### src/shared/heat_guard_pkg.sv
// Constants, register map and carrier types of the machine heat guard.
package heat_guard_pkg;

    localparam int CLK_HZ          = 10_000_000;
    localparam int TICK_MS         = 5;
    localparam int STAMP_MS        = 1;
    localparam int STAMP_CYCLES    = CLK_HZ / 1000 * STAMP_MS;
    localparam int TICK_STAMPS     = TICK_MS / STAMP_MS;

    localparam int NUM_GROUPS      = 8;
    localparam int HARMONICS       = 32;
    localparam int NUM_EVENTS      = 5;

    // Register offsets.
    localparam logic [7:0] REG_CONTROL   = 8'h00;
    localparam logic [7:0] REG_FORCE     = 8'h04;
    localparam logic [7:0] REG_GROUP_SEL = 8'h08;
    localparam logic [7:0] REG_STATUS    = 8'h0C;
    localparam logic [7:0] REG_IRQ_STAT  = 8'h10;
    localparam logic [7:0] REG_IRQ_MASK  = 8'h14;
    localparam logic [7:0] REG_CNT_CLEAR = 8'h18;
    localparam logic [7:0] REG_STAMP     = 8'h1C;
    localparam logic [7:0] REG_MOTOR_IN  = 8'h20;
    localparam logic [7:0] REG_GRP_BASE  = 8'h40;
    localparam logic [7:0] REG_CNT_BASE  = 8'h80;

    // Group setting fields: alarm1, alarm2 and trip limits, overload limit.
    localparam int GRP_FIELDS      = 4;
    localparam int FLD_ALARM1      = 0;
    localparam int FLD_ALARM2      = 1;
    localparam int FLD_TRIP        = 2;
    localparam int FLD_OVERLOAD    = 3;

    // Control register fields.
    localparam int CTL_MODE_LSB    = 0;
    localparam int CTL_ACTIVE_BIT  = 4;
    localparam int CTL_FAHR_BIT    = 5;
    localparam int CTL_FORCE_EN    = 6;

    localparam logic [2:0]  MODE_ON           = 3'h1;
    localparam logic [2:0]  MODE_BLOCKED      = 3'h2;
    localparam logic [2:0]  MODE_TEST         = 3'h3;
    localparam logic [2:0]  MODE_TEST_BLOCKED = 3'h4;
    localparam logic [2:0]  MODE_OFF          = 3'h5;

    localparam logic [2:0]  FORCE_NORMAL  = 3'h0;
    localparam logic [2:0]  FORCE_BLOCKED = 3'h1;
    localparam logic [2:0]  FORCE_ALARM1  = 3'h2;
    localparam logic [2:0]  FORCE_ALARM2  = 3'h3;
    localparam logic [2:0]  FORCE_LOCKOUT = 3'h4;
    localparam logic [2:0]  FORCE_TRIP    = 3'h5;

    // Motor nominal current in 0.1 A steps, 5000.0 A at most.
    localparam logic [15:0] MOTOR_IN_MAX  = 16'hC350;
    localparam logic [15:0] MOTOR_IN_RST  = 16'h000A;
    // Overload limit default 2.0 per unit in 0.1 steps.
    localparam logic [15:0] OVERLOAD_RST  = 16'h0014;
    localparam logic [15:0] ALARM1_RST    = 16'h0050;
    localparam logic [15:0] ALARM2_RST    = 16'h005A;
    localparam logic [15:0] TRIP_RST      = 16'h0064;

    // Heat image arithmetic.
    localparam int HEAT_W          = 24;
    localparam int HEAT_SHIFT_LONG = 10;
    localparam int HEAT_SHIFT_STALL = 6;
    localparam logic [HEAT_W-1:0] HEAT_FULL = 24'h0003E8;

    // Event index order in vectors.
    localparam int EV_TRIP    = 0;
    localparam int EV_ALARM1  = 1;
    localparam int EV_ALARM2  = 2;
    localparam int EV_LOCKOUT = 3;
    localparam int EV_BLOCKED = 4;

    typedef struct packed {
        logic [15:0] phase_a_rms;
        logic [15:0] phase_b_rms;
        logic [15:0] phase_c_rms;
        logic [15:0] positive_seq_current;
        logic [15:0] negative_seq_current;
        logic [15:0] ambient_temp;
    } meas_t;

    typedef struct packed {
        logic [7:0]  addr;
        logic [31:0] wdata;
        logic        wr;
        logic        rd;
    } reg_req_t;

    typedef struct packed {
        logic                  valid;
        logic [2:0]            source;
        logic                  on;
        logic [31:0]           stamp_ms;
    } event_t;

endpackage

### src/rtl/event_counter.sv
// Cumulative, clearable counters of output rising edges.
`timescale 1ns/1ns
module event_counter (
    input  wire logic                                 clk,
    input  wire logic                                 rst_n,
    input  wire logic [heat_guard_pkg::NUM_EVENTS-1:0] rise,
    input  wire logic [heat_guard_pkg::NUM_EVENTS-1:0] clear,
    input  wire logic [2:0]                           sel,
    output logic [31:0]                               count
);
    logic [31:0] cnt [heat_guard_pkg::NUM_EVENTS];

    always_ff @(posedge clk or negedge rst_n) begin
        if (!rst_n) begin
            for (int i = 0; i < heat_guard_pkg::NUM_EVENTS; i++) begin
                cnt[i] <= 32'h0000_0000;
            end
        end else begin
            for (int i = 0; i < heat_guard_pkg::NUM_EVENTS; i++) begin
                // A new occurrence in the clear cycle counts as one.
                if (clear[i]) begin
                    cnt[i] <= {31'h0000_0000, rise[i]};
                end else if (rise[i]) begin
                    cnt[i] <= cnt[i] + 32'h0000_0001;
                end
            end
        end
    end

    assign count = (int'(sel) < heat_guard_pkg::NUM_EVENTS) ? cnt[sel] : 32'h0000_0000;
endmodule

### src/rtl/machine_heat_guard.sv
// Control and I/O shell of the machine heat guard.
`timescale 1ns/1ns
module machine_heat_guard (
    input  wire logic                  clk,
    input  wire logic                  rst_n,
    input  wire heat_guard_pkg::meas_t meas,
    input  wire logic                  meas_tick,
    input  wire logic                  block_in,
    input  wire heat_guard_pkg::reg_req_t bus,
    output logic [31:0]                rdata,
    output heat_guard_pkg::event_t     event_out,
    output logic                       trip,
    output logic                       alarm1,
    output logic                       alarm2,
    output logic                       lockout,
    output logic                       blocked,
    output logic [15:0]                heat_temp,
    output logic                       irq
);
    typedef enum logic [4:0] {
        ST_IDLE    = 5'b00001,
        ST_REPLICA = 5'b00010,
        ST_COMPARE = 5'b00100,
        ST_BLOCK   = 5'b01000,
        ST_OUTPUT  = 5'b10000
    } stage_t;

    localparam int HEAT_W_L = heat_guard_pkg::HEAT_W;
    logic                  rst_meta;
    logic                  rst_sync;
    logic                  tick_meta;
    logic                  tick_sync;
    logic                  tick_prev;
    logic                  block_meta;
    logic                  block_sync;
    stage_t                stage;
    stage_t                next_stage;
    heat_guard_pkg::meas_t held;
    logic [15:0]           peak;
    logic [HEAT_W_L-1:0]   heat;
    logic [2:0]            cmp;
    logic                  stall;
    logic                  blk_now;
    logic [6:0]            control;
    logic [2:0]            force_code;
    logic [2:0]            group_sel;
    logic [15:0]           motor_in;
    logic [15:0]           grp [heat_guard_pkg::NUM_GROUPS][heat_guard_pkg::GRP_FIELDS];
    logic [4:0]            outs;
    logic [4:0]            outs_prev;
    logic [4:0]            irq_stat;
    logic [4:0]            irq_mask;
    logic [4:0]            cnt_clear;
    logic [4:0]            change;
    logic [31:0]           stamp_ms;
    logic [31:0]           cnt_val;
    logic [2:0]            mode;
    logic                  active;
    logic                  run;

    function automatic logic [15:0] max3(input logic [15:0] a, input logic [15:0] b,
                                         input logic [15:0] c);
        logic [15:0] m;
        m = (a > b) ? a : b;
        return (m > c) ? m : c;
    endfunction

    function automatic logic [15:0] to_fahr(input logic [15:0] c);
        logic [19:0] p;
        p = {4'h0, c} * 20'h00009;
        return 16'(p / 20'h00005) + 16'h0020;
    endfunction

    always_ff @(posedge clk or negedge rst_n) begin
        if (!rst_n) begin
            rst_meta <= 1'b0;
            rst_sync <= 1'b0;
        end else begin
            rst_meta <= 1'b1;
            rst_sync <= rst_meta;
        end
    end

    // Tick and blocking arrive from outside this clock domain.
    always_ff @(posedge clk or negedge rst_sync) begin
        if (!rst_sync) begin
            tick_meta  <= 1'b0;
            tick_sync  <= 1'b0;
            tick_prev  <= 1'b0;
            block_meta <= 1'b0;
            block_sync <= 1'b0;
        end else begin
            tick_meta  <= meas_tick;
            tick_sync  <= tick_meta;
            tick_prev  <= tick_sync;
            block_meta <= block_in;
            block_sync <= block_meta;
        end
    end

    assign mode   = control[heat_guard_pkg::CTL_MODE_LSB +: 3];
    assign active = control[heat_guard_pkg::CTL_ACTIVE_BIT];
    assign run    = active && (mode != heat_guard_pkg::MODE_OFF);

    // Register writes.
    always_ff @(posedge clk or negedge rst_sync) begin
        if (!rst_sync) begin
            control    <= {4'h0, heat_guard_pkg::MODE_ON};
            force_code <= heat_guard_pkg::FORCE_NORMAL;
            group_sel  <= 3'h0;
            motor_in   <= heat_guard_pkg::MOTOR_IN_RST;
            irq_mask   <= 5'h00;
            for (int g = 0; g < heat_guard_pkg::NUM_GROUPS; g++) begin
                grp[g][heat_guard_pkg::FLD_ALARM1]   <= heat_guard_pkg::ALARM1_RST;
                grp[g][heat_guard_pkg::FLD_ALARM2]   <= heat_guard_pkg::ALARM2_RST;
                grp[g][heat_guard_pkg::FLD_TRIP]     <= heat_guard_pkg::TRIP_RST;
                grp[g][heat_guard_pkg::FLD_OVERLOAD] <= heat_guard_pkg::OVERLOAD_RST;
            end
        end else if (bus.wr) begin
            unique case (bus.addr)
                heat_guard_pkg::REG_CONTROL: begin
                    if (bus.wdata[2:0] >= heat_guard_pkg::MODE_ON &&
                        bus.wdata[2:0] <= heat_guard_pkg::MODE_OFF) begin
                        control <= bus.wdata[6:0];
                    end
                end
                heat_guard_pkg::REG_FORCE: begin
                    if (bus.wdata[2:0] <= heat_guard_pkg::FORCE_TRIP) begin
                        force_code <= bus.wdata[2:0];
                    end
                end
                heat_guard_pkg::REG_GROUP_SEL: group_sel <= bus.wdata[2:0];
                heat_guard_pkg::REG_IRQ_MASK:  irq_mask  <= bus.wdata[4:0];
                heat_guard_pkg::REG_MOTOR_IN: begin
                    motor_in <= (bus.wdata[15:0] > heat_guard_pkg::MOTOR_IN_MAX) ?
                                heat_guard_pkg::MOTOR_IN_MAX : bus.wdata[15:0];
                end
                default: begin
                    if (bus.addr[7:6] == heat_guard_pkg::REG_GRP_BASE[7:6]) begin
                        grp[bus.addr[5:3]][bus.addr[2:1]] <= bus.wdata[15:0];
                    end
                end
            endcase
        end
    end

    always_ff @(posedge clk or negedge rst_sync) begin
        if (!rst_sync) begin
            cnt_clear <= 5'h00;
        end else if (bus.wr && bus.addr == heat_guard_pkg::REG_CNT_CLEAR) begin
            cnt_clear <= bus.wdata[4:0];
        end else begin
            cnt_clear <= 5'h00;
        end
    end

    // Processing stages, one pass per measurement tick.
    always_comb begin
        next_stage = stage;
        unique case (stage)
            ST_IDLE:    if (tick_sync && !tick_prev) next_stage = ST_REPLICA;
            ST_REPLICA: next_stage = ST_COMPARE;
            ST_COMPARE: next_stage = ST_BLOCK;
            ST_BLOCK:   next_stage = ST_OUTPUT;
            ST_OUTPUT:  next_stage = ST_IDLE;
            default:    next_stage = ST_IDLE;
        endcase
    end

    always_ff @(posedge clk or negedge rst_sync) begin
        if (!rst_sync) begin
            stage <= ST_IDLE;
        end else begin
            stage <= next_stage;
        end
    end

    // Input magnitude processing: latch all 5 ms values together.
    always_ff @(posedge clk or negedge rst_sync) begin
        if (!rst_sync) begin
            held <= '0;
            peak <= 16'h0000;
        end else if (stage == ST_IDLE && next_stage == ST_REPLICA) begin
            held <= meas;
            peak <= max3(meas.phase_a_rms, meas.phase_b_rms, meas.phase_c_rms);
        end
    end

    // Simplified replica: heat moves toward the squared load per tick.
    always_ff @(posedge clk or negedge rst_sync) begin
        if (!rst_sync) begin
            heat  <= '0;
            stall <= 1'b0;
        end else if (stage == ST_REPLICA) begin
            logic [HEAT_W_L-1:0] target;
            logic [HEAT_W_L-1:0] step;
            logic                s;
            target = HEAT_W_L'({16'h0000, peak} * {16'h0000, peak} / 32'h0000_0064);
            s      = peak > grp[group_sel][heat_guard_pkg::FLD_OVERLOAD];
            if (target >= heat) begin
                step = (target - heat) >> (s ? heat_guard_pkg::HEAT_SHIFT_STALL :
                                               heat_guard_pkg::HEAT_SHIFT_LONG);
                heat <= heat + step;
            end else begin
                step = (heat - target) >> heat_guard_pkg::HEAT_SHIFT_LONG;
                heat <= heat - step;
            end
            stall <= s;
        end
    end

    always_ff @(posedge clk or negedge rst_sync) begin
        if (!rst_sync) begin
            cmp <= 3'h0;
        end else if (stage == ST_COMPARE) begin
            cmp[0] <= heat >= HEAT_W_L'(grp[group_sel][heat_guard_pkg::FLD_ALARM1]);
            cmp[1] <= heat >= HEAT_W_L'(grp[group_sel][heat_guard_pkg::FLD_ALARM2]);
            cmp[2] <= heat >= HEAT_W_L'(grp[group_sel][heat_guard_pkg::FLD_TRIP]);
        end
    end

    always_ff @(posedge clk or negedge rst_sync) begin
        if (!rst_sync) begin
            blk_now <= 1'b0;
        end else if (stage == ST_BLOCK) begin
            blk_now <= block_sync || mode == heat_guard_pkg::MODE_BLOCKED ||
                       mode == heat_guard_pkg::MODE_TEST_BLOCKED;
        end
    end

    // Output processing with forcing; order is trip, a1, a2, lockout, blocked.
    always_ff @(posedge clk or negedge rst_sync) begin
        if (!rst_sync) begin
            outs <= 5'h00;
        end else if (stage == ST_OUTPUT) begin
            if (!run) begin
                outs <= 5'h00;
            end else if (control[heat_guard_pkg::CTL_FORCE_EN] &&
                         force_code != heat_guard_pkg::FORCE_NORMAL) begin
                outs <= 5'h00;
                unique case (force_code)
                    heat_guard_pkg::FORCE_BLOCKED: outs[heat_guard_pkg::EV_BLOCKED] <= 1'b1;
                    heat_guard_pkg::FORCE_ALARM1:  outs[heat_guard_pkg::EV_ALARM1]  <= 1'b1;
                    heat_guard_pkg::FORCE_ALARM2:  outs[heat_guard_pkg::EV_ALARM2]  <= 1'b1;
                    heat_guard_pkg::FORCE_LOCKOUT: outs[heat_guard_pkg::EV_LOCKOUT] <= 1'b1;
                    default: outs <= 5'((1 << heat_guard_pkg::EV_TRIP) |
                                        (1 << heat_guard_pkg::EV_LOCKOUT));
                endcase
            end else if (blk_now) begin
                outs <= 5'h10;
            end else begin
                outs <= {1'b0, cmp[2], cmp[1], cmp[0], cmp[2]};
            end
        end
    end

    assign trip    = outs[heat_guard_pkg::EV_TRIP];
    assign alarm1  = outs[heat_guard_pkg::EV_ALARM1];
    assign alarm2  = outs[heat_guard_pkg::EV_ALARM2];
    assign lockout = outs[heat_guard_pkg::EV_LOCKOUT];
    assign blocked = outs[heat_guard_pkg::EV_BLOCKED];

    always_ff @(posedge clk or negedge rst_sync) begin
        if (!rst_sync) begin
            outs_prev <= 5'h00;
        end else begin
            outs_prev <= outs;
        end
    end

    assign change = outs ^ outs_prev;

    // One event per cycle, lowest changed index wins; other changes in that cycle are dropped.
    always_ff @(posedge clk or negedge rst_sync) begin
        if (!rst_sync) begin
            event_out <= '0;
        end else begin
            event_out <= '0;
            for (int i = heat_guard_pkg::NUM_EVENTS - 1; i >= 0; i--) begin
                if (change[i]) begin
                    event_out.valid    <= 1'b1;
                    event_out.source   <= 3'(i);
                    event_out.on       <= outs[i];
                    event_out.stamp_ms <= stamp_ms;
                end
            end
        end
    end

    always_ff @(posedge clk or negedge rst_sync) begin
        if (!rst_sync) begin
            irq_stat <= 5'h00;
        end else if (bus.rd && bus.addr == heat_guard_pkg::REG_IRQ_STAT) begin
            irq_stat <= change & outs;
        end else begin
            irq_stat <= irq_stat | (change & outs);
        end
    end

    assign irq = |(irq_stat & irq_mask);

    always_ff @(posedge clk or negedge rst_sync) begin
        if (!rst_sync) begin
            heat_temp <= 16'h0000;
        end else if (control[heat_guard_pkg::CTL_FAHR_BIT]) begin
            heat_temp <= to_fahr(held.ambient_temp + 16'(heat));
        end else begin
            heat_temp <= held.ambient_temp + 16'(heat);
        end
    end

    always_ff @(posedge clk or negedge rst_sync) begin
        if (!rst_sync) begin
            rdata <= 32'h0000_0000;
        end else if (bus.rd) begin
            unique case (bus.addr)
                heat_guard_pkg::REG_CONTROL:   rdata <= {25'h0, control};
                heat_guard_pkg::REG_FORCE:     rdata <= {29'h0, force_code};
                heat_guard_pkg::REG_GROUP_SEL: rdata <= {29'h0, group_sel};
                heat_guard_pkg::REG_STATUS:    rdata <= {25'h0, stall, run, outs};
                heat_guard_pkg::REG_IRQ_STAT:  rdata <= {27'h0, irq_stat};
                heat_guard_pkg::REG_IRQ_MASK:  rdata <= {27'h0, irq_mask};
                heat_guard_pkg::REG_STAMP:     rdata <= stamp_ms;
                heat_guard_pkg::REG_MOTOR_IN:  rdata <= {16'h0, motor_in};
                default: begin
                    if (bus.addr[7:6] == heat_guard_pkg::REG_GRP_BASE[7:6]) begin
                        rdata <= {16'h0, grp[bus.addr[5:3]][bus.addr[2:1]]};
                    end else if (bus.addr[7:5] == heat_guard_pkg::REG_CNT_BASE[7:5]) begin
                        rdata <= cnt_val;
                    end else begin
                        rdata <= 32'h0000_0000;
                    end
                end
            endcase
        end
    end

    stamp_timer u_stamp (
        .clk      (clk),
        .rst_n    (rst_sync),
        .stamp_ms (stamp_ms),
        .ms_pulse ()
    );

    event_counter u_count (
        .clk   (clk),
        .rst_n (rst_sync),
        .rise  (change & outs),
        .clear (cnt_clear),
        .sel   (bus.addr[4:2]),
        .count (cnt_val)
    );
endmodule

### src/rtl/stamp_timer.sv
// Millisecond time stamp counter.
`timescale 1ns/1ns
module stamp_timer (
    input  wire logic        clk,
    input  wire logic        rst_n,
    output logic [31:0]      stamp_ms,
    output logic             ms_pulse
);
    logic [15:0] div;

    always_ff @(posedge clk or negedge rst_n) begin
        if (!rst_n) begin
            div <= 16'h0000;
        end else if (div == 16'(heat_guard_pkg::STAMP_CYCLES - 1)) begin
            div <= 16'h0000;
        end else begin
            div <= div + 16'h0001;
        end
    end

    assign ms_pulse = (div == 16'(heat_guard_pkg::STAMP_CYCLES - 1));

    always_ff @(posedge clk or negedge rst_n) begin
        if (!rst_n) begin
            stamp_ms <= 32'h0000_0000;
        end else if (ms_pulse) begin
            stamp_ms <= stamp_ms + 32'h0000_0001;
        end
    end
endmodule

### config.mk
export PLATFORM = sky130hd
export DESIGN_NAME = machine_heat_guard
export DESIGN_NICKNAME = d
export VERILOG_FILES = /design/src/shared/heat_guard_pkg.sv /design/src/rtl/event_counter.sv /design/src/rtl/machine_heat_guard.sv /design/src/rtl/stamp_timer.sv
export SDC_FILE = /design/constraint.sdc
export NUM_CORES = 2
export LEC_CHECK = 0
export BUFFER_PORTS_ARGS = -buffer_cell sky130_fd_sc_hd__buf_2
export CAP_MARGIN = 0
export CORE_MARGIN = 5
export CORE_UTILIZATION = 30
export DETAILED_ROUTE_END_ITERATION = 10
export GPL_ROUTABILITY_DRIVEN = 0
export PLACE_DENSITY = 0.48
export SLEW_MARGIN = 20
export SYNTH_ARGS = -nofsm -noshare
export SYNTH_HDL_FRONTEND = slang
export SYNTH_SLANG_ARGS = --single-unit
export TNS_END_PERCENT = 1
### constraint.sdc
create_clock -name clk -period 25.8 [get_ports clk]
set_clock_uncertainty 0.2 [all_clocks]
set_input_delay 1.29 -clock clk [delete_from_list [all_inputs] [get_ports clk]]
set_output_delay 1.29 -clock clk [all_outputs]
set_load 0.01 [all_outputs]
# Yosys cells after proc, flatten, opt, wreduce, memory -nomap -nowiden

Index checks and enable logic that the tools add are counted.

Order comparisons: 17
Div/mod/pow operators: 2
Equality and inequality tests: 24
$mul: 2
Shift-type cells: 1
Reductions and logical operators: 29
Bitwise logic cells: 9
Mux-type cells: 55
Add/subtract/negate cells: 13

Operators by type and width:

| kind                                                                   | number |
|---|---|
| 512-bit bitwise mux                                                    | 1 |
| 32-bit two-way mux                                                     | 15 |
| 64-bit binary-select mux with 3-bit select                             | 2 |
| 64-bit two-way mux                                                     | 5 |
| 32-bit one-hot mux with 8 select lines                                 | 1 |
| 32-bit by 1-bit adder with 32-bit output (second input constant)       | 6 |
| 64-bit demux with 3-bit select                                         | 1 |
| 37-bit two-way mux                                                     | 5 |
| 16-bit two-way mux                                                     | 8 |
| 32-bit binary-select mux with 3-bit select                             | 1 |
| 24-bit by 16-bit >= comparator with 1-bit output                       | 3 |
| 16-bit greater-than comparator                                         | 3 |
| 24-bit subtractor                                                      | 2 |
| 16-bit binary-select mux with 2-bit select                             | 1 |
| 16-bit demux with 2-bit select                                         | 1 |
| 32-bit by 7-bit divider with 32-bit output (second input constant)     | 1 |
| 8-bit by 5-bit equality test with 1-bit output (second input constant) | 4 |
| 16-bit by 16-bit multiplier with 32-bit output                         | 1 |
| 5-bit two-way mux                                                      | 6 |
| 24-bit adder                                                           | 1 |
| 24-bit >= comparator                                                   | 1 |
| 24-bit two-way mux                                                     | 1 |
| 24-bit by 4-bit right shift with 24-bit output                         | 1 |
| 24-bit by 14-bit subtractor with 24-bit output                         | 1 |
| 47 further kinds                                                       | 80 |

Output and inout port bits: 91
Register bits after elaboration: 932
Word-level logic and storage cells: 220
Input bits: 142

# Logic depth before layout (Yosys ltp)

Word-level depth: 9
Mapped depth: 155
Mapped depth without buffers: 142

# By module

A second synthesis with hierarchy kept.

Cell total of the unflattened synthesis: 6922
Area total of the unflattened synthesis: 68759.7 µm²

Modules (own cells, without submodules):

| module             | cells an instance | instances | area each (µm²) |
|---|---|---|---|
| machine_heat_guard | 5624              | 1         | 56748.2 |
| event_counter      | 1089              | 1         | 9726.8 |
| stamp_timer        | 209               | 1         | 2284.7 |

# Worst setup path after synthesis

OpenSTA, ideal clock, no wires.

Kind: register -> register
Start: register peak[4]
End: register heat[23]
Stages on the path, launching flop included: 142
Clock period less this slack: 29.393 ns
Library setup time: 0.123 ns
Arrival: 29.070 ns
Setup slack: -3.593 ns
Buffers on the path: 10
Cell sequence: dfrtp_1 clkbuf_1 clkbuf_1 nand2_1 fa_1 inv_1 fa_1 fa_1 fa_1 fa_1 inv_1 fa_1 inv_1 ha_1 buf_2 and4_1 and3_1 a221oi_4 (+106 left out) a21oi_1 o21bai_1 a21oi_1 o21bai_1 a21oi_1 o21bai_1 a21oi_1 o21bai_1 a21oi_1 o21bai_1 a21oi_1 o21bai_1 a21oi_1 o21bai_1 a21oi_1 xnor2_1 nor2_1 xnor2_1

Longest elaborated chain between the ends: 6
Elaborated cells between the ends (all ways): 11
Those cells by class: add/sub (4); mul (1); div (1); order compare (2); shift (1); mux (2)

Ends and longest elaborated chain:

| item                                           | line                      | text |
|---|---|---|
| start: declaration                             | machine_heat_guard.sv:39  | `logic [15:0] peak;` |
| start signal: assignment                       | machine_heat_guard.sv:185 | `peak <= max3(meas.phase_a_rms, meas.phase_b_rms, meas.phase_c_rms);` |
| 16-bit by 16-bit multiplier with 32-bit output | machine_heat_guard.sv:198 | `target = HEAT_W_L'({16'h0000, peak} * {16'h0000, peak} / 32'h0000_0064);` |
| 32-bit by 7-bit divider with 32-bit output     | machine_heat_guard.sv:198 |  |
| 24-bit subtractor                              | machine_heat_guard.sv:201 | `step = (target - heat) >> (s ? heat_guard_pkg::HEAT_SHIFT_STALL :` |
| 24-bit by 4-bit right shift with 24-bit output | machine_heat_guard.sv:201 |  |
| 24-bit adder                                   | machine_heat_guard.sv:203 | `heat <= heat + step;` |
| 24-bit two-way mux *                           | machine_heat_guard.sv:200 | `if (target >= heat) begin` |
| end signal: assignment                         | machine_heat_guard.sv:203 |  |
| end signal: assignment                         | machine_heat_guard.sv:206 | `heat <= heat - step;` |
| end: declaration                               | machine_heat_guard.sv:40  | `logic [HEAT_W_L-1:0] heat;` |

Mark *: on every way between the ends. The rest lies on a longest branch, timed or not.
A chain may end at the register's enable or synchronous reset.

# Final worst setup path

Start: register peak[12]
End: register heat[22]

The elaborated chain is that of the path after synthesis.

==> impl_metrics.toml <==
[outcome]
status = "finished with violations"
violations = "setup timing"

[clock_tree]
htree_levels = 3
clock_sinks = 932
cts_buffer_depth = 3
numCtsBuffers = 110
cts_tree = "built"
root_buffer = "clkbuf_16"
clk_pin_slew_ps = 60
clkLatencyLatePin_ps = 760

[floorplanning]
dieArea_sq_mm = 0.233
start_util_pct = 30.1
core_area_sq_mm = 0.222
io_pins = 233
rows = 173
die_y_microns = 482
fp.dieW_microns = 482

[global_route]
grt_pass1_wl_microns = 353000
track_usage_pct = 19.4
grt_max_degree = 160
grt-ovfl-total = 0
antenna_found_initial = 16
grt_pass1_vias = 57000

[finish]
fin_nets = 8033
stdcell_count = 10500
drive_gt1_share_pct = 31.0
area_delta_synth_final_pct = 22.2

[setup_path]
cpMostUsedCell = "buf_4"
cp_slowest_stage_delay_ps = 560
cpLargestDelayFamily = "compound AO/OA/AOI/OAI gates"
crit_path_max_fanout = 7
crit_type = "reg2reg"
worstPathArrival_ps = 28360
worst_setup_path_start_kind = "flip-flop"
cp.buffers_inverters = 22
worstPathRequired_ps = 26170
end_kind = "flip-flop"
crit_slowest_cell = "fa_1"

[timing]
max_freq_mhz = 35.7
fin_crit_ps = 27990
finalHoldViolations = 0
whs_ps = 151
drv_slew = 0
layout_setup_ws_ps = -2190
slew-limit-headroom_pct = 23.8
rsz0062_at_grt = "true"
fin_crit_sh_pct = 108
setup_violations = 19
worst-slew-pin-transition_ps = 1140

[logic_synthesis]
netlist_area_sq_mm = 0.0669
synth_top_area_cell = "dfrtp_1"
syn-num-nets = 7311
yosysMostFrequentCell = "dfrtp_1"
syn-instance-count = 6678
synth_ff_type = "dfrtp_1"
seq_area_frac_synth_pct = 35.0
synth.area.top_cells = "dfrtp_1 (31%), mux2_2 (9.4%), ha_1 (6.1%)"
synth.top_cell.area_share_pct = 31.4
synthDistinctLibCells = 133
synth-edff-count = 0
ys_warn_count = 0
synth_seq_cells = 932
async_reset_ff_share_pct = 100
syn_area_per_cell_sq_um = 10.0
synthTopCellsByCount = "dfrtp_1 (840), mux2_2 (559), nand2_1 (506)"

[drt]
ant_nets = 0
wl_per_cell_microns = 22.0
post-route-drc-count = 0
first_pass_iters = 6
dr_total_vias = 55700
totalWireLength_microns = 230000
vias_per_cell = 5.32
drt_iter0_drc = 4318

[place]
io_buffers = 184
dp_hpwl_microns = 162000
pre_cts_ws_ps = -2820
place_inst = 10200

[worst_hold_path]
hold_class = "reg2reg"

[flow_run]
max_cap_viol_count = 0
what timing repair did:
item                                    CTS  global route
endpoints found under the setup margin   24            24
pin swaps                                62            41
hold buffers                              0             0
gates cloned                              1             0
buffers inserted                         27             9
gates resized for setup                 108            64
layout by cell type (no fill, tap or decap), types with 208 or more instances in the layout:
| master | instances |
|---|---|
| buf_4 | 812 |
| nor2_1 | 467 |
| a22oi_1 | 222 |
| nand2_1 | 501 |
| ha_1 | 318 |
| o21ai_0 | 227 |
| mux2_2 | 558 |
| a21oi_1 | 240 |
| dfrtp_1 | 827 |
| xnor2_1 | 208 |
| inv_1 | 342 |
kinds of logic after synthesis:
kind of cell,synth area share (%)
XOR/XNOR,5.09
AND/OR/NAND/NOR,13.1
flip-flops,35.0
adder cells (fa/ha/maj),11.1
buffers and inverters,4.32
other,0.00560
AO/OA/AOI/OAI,15.3
multiplexers,16.0
layer usage:
metal	up-vias	track usage (%)	wire, microns
met4	0	6.20	7590
met1	28100	26.0	101000
met2	1556	32.7	110000
met5	-	0	0
met3	342	2.36	11800
li1	25700	-	-
stage by stage:
step	instance area [sq um]	setup TNS [ps]	util, %
3_5_place_dp	76600	-35600	34.5
6_report	81800	-22620	36.8
5_1_grt	81800	-61750	36.8
2_1_floorplan	67600	-12890	-
4_1_cts	81300	-21680	36.6
3_3_place_gp	76600	-31040	34.5
final timing paths:
path / start / to / slack (ps) / cells after the start
hold / removal: rst_meta / rst_sync / 150 / 0
min in group asynchronous: rst_n / rst_sync / 170 / 1
hold reg to reg: rst_meta / rst_sync / 150 / 0
max in group asynchronous: rst_sync / u_count.cnt[59] / 22170 / 3
setup reg to reg: peak[12] / heat[22] / -2190 / 145
setup / recovery: peak[12] / heat[22] / -2190 / 145
state kept, by name, summed over array words and instances (netlist names), 16 cells and up:
signal	count
u_stamp.stamp_ms	32
heat_temp	16
u_stamp.div	16
event_out	37
u_count.cnt	160
grp	512
held	16
heat	24
peak	16
rdata	32
motor_in	16
area by class of cell:
type | count | area (sq um)
sequential | 932 | 23500
inverter | 352 | 1330
antenna | 9 | 22.5
tap | 2975 | 3720
fill | 22300 | 140000
multi-input combinational | 4996 | 42100
clock buffer | 168 | 3260
timing repair buffer | 1008 | 7240
clock inverter | 39 | 619
Power is not shown: default switching activity piles up to over one toggle a cycle in this logic, so the estimate is an artifact.
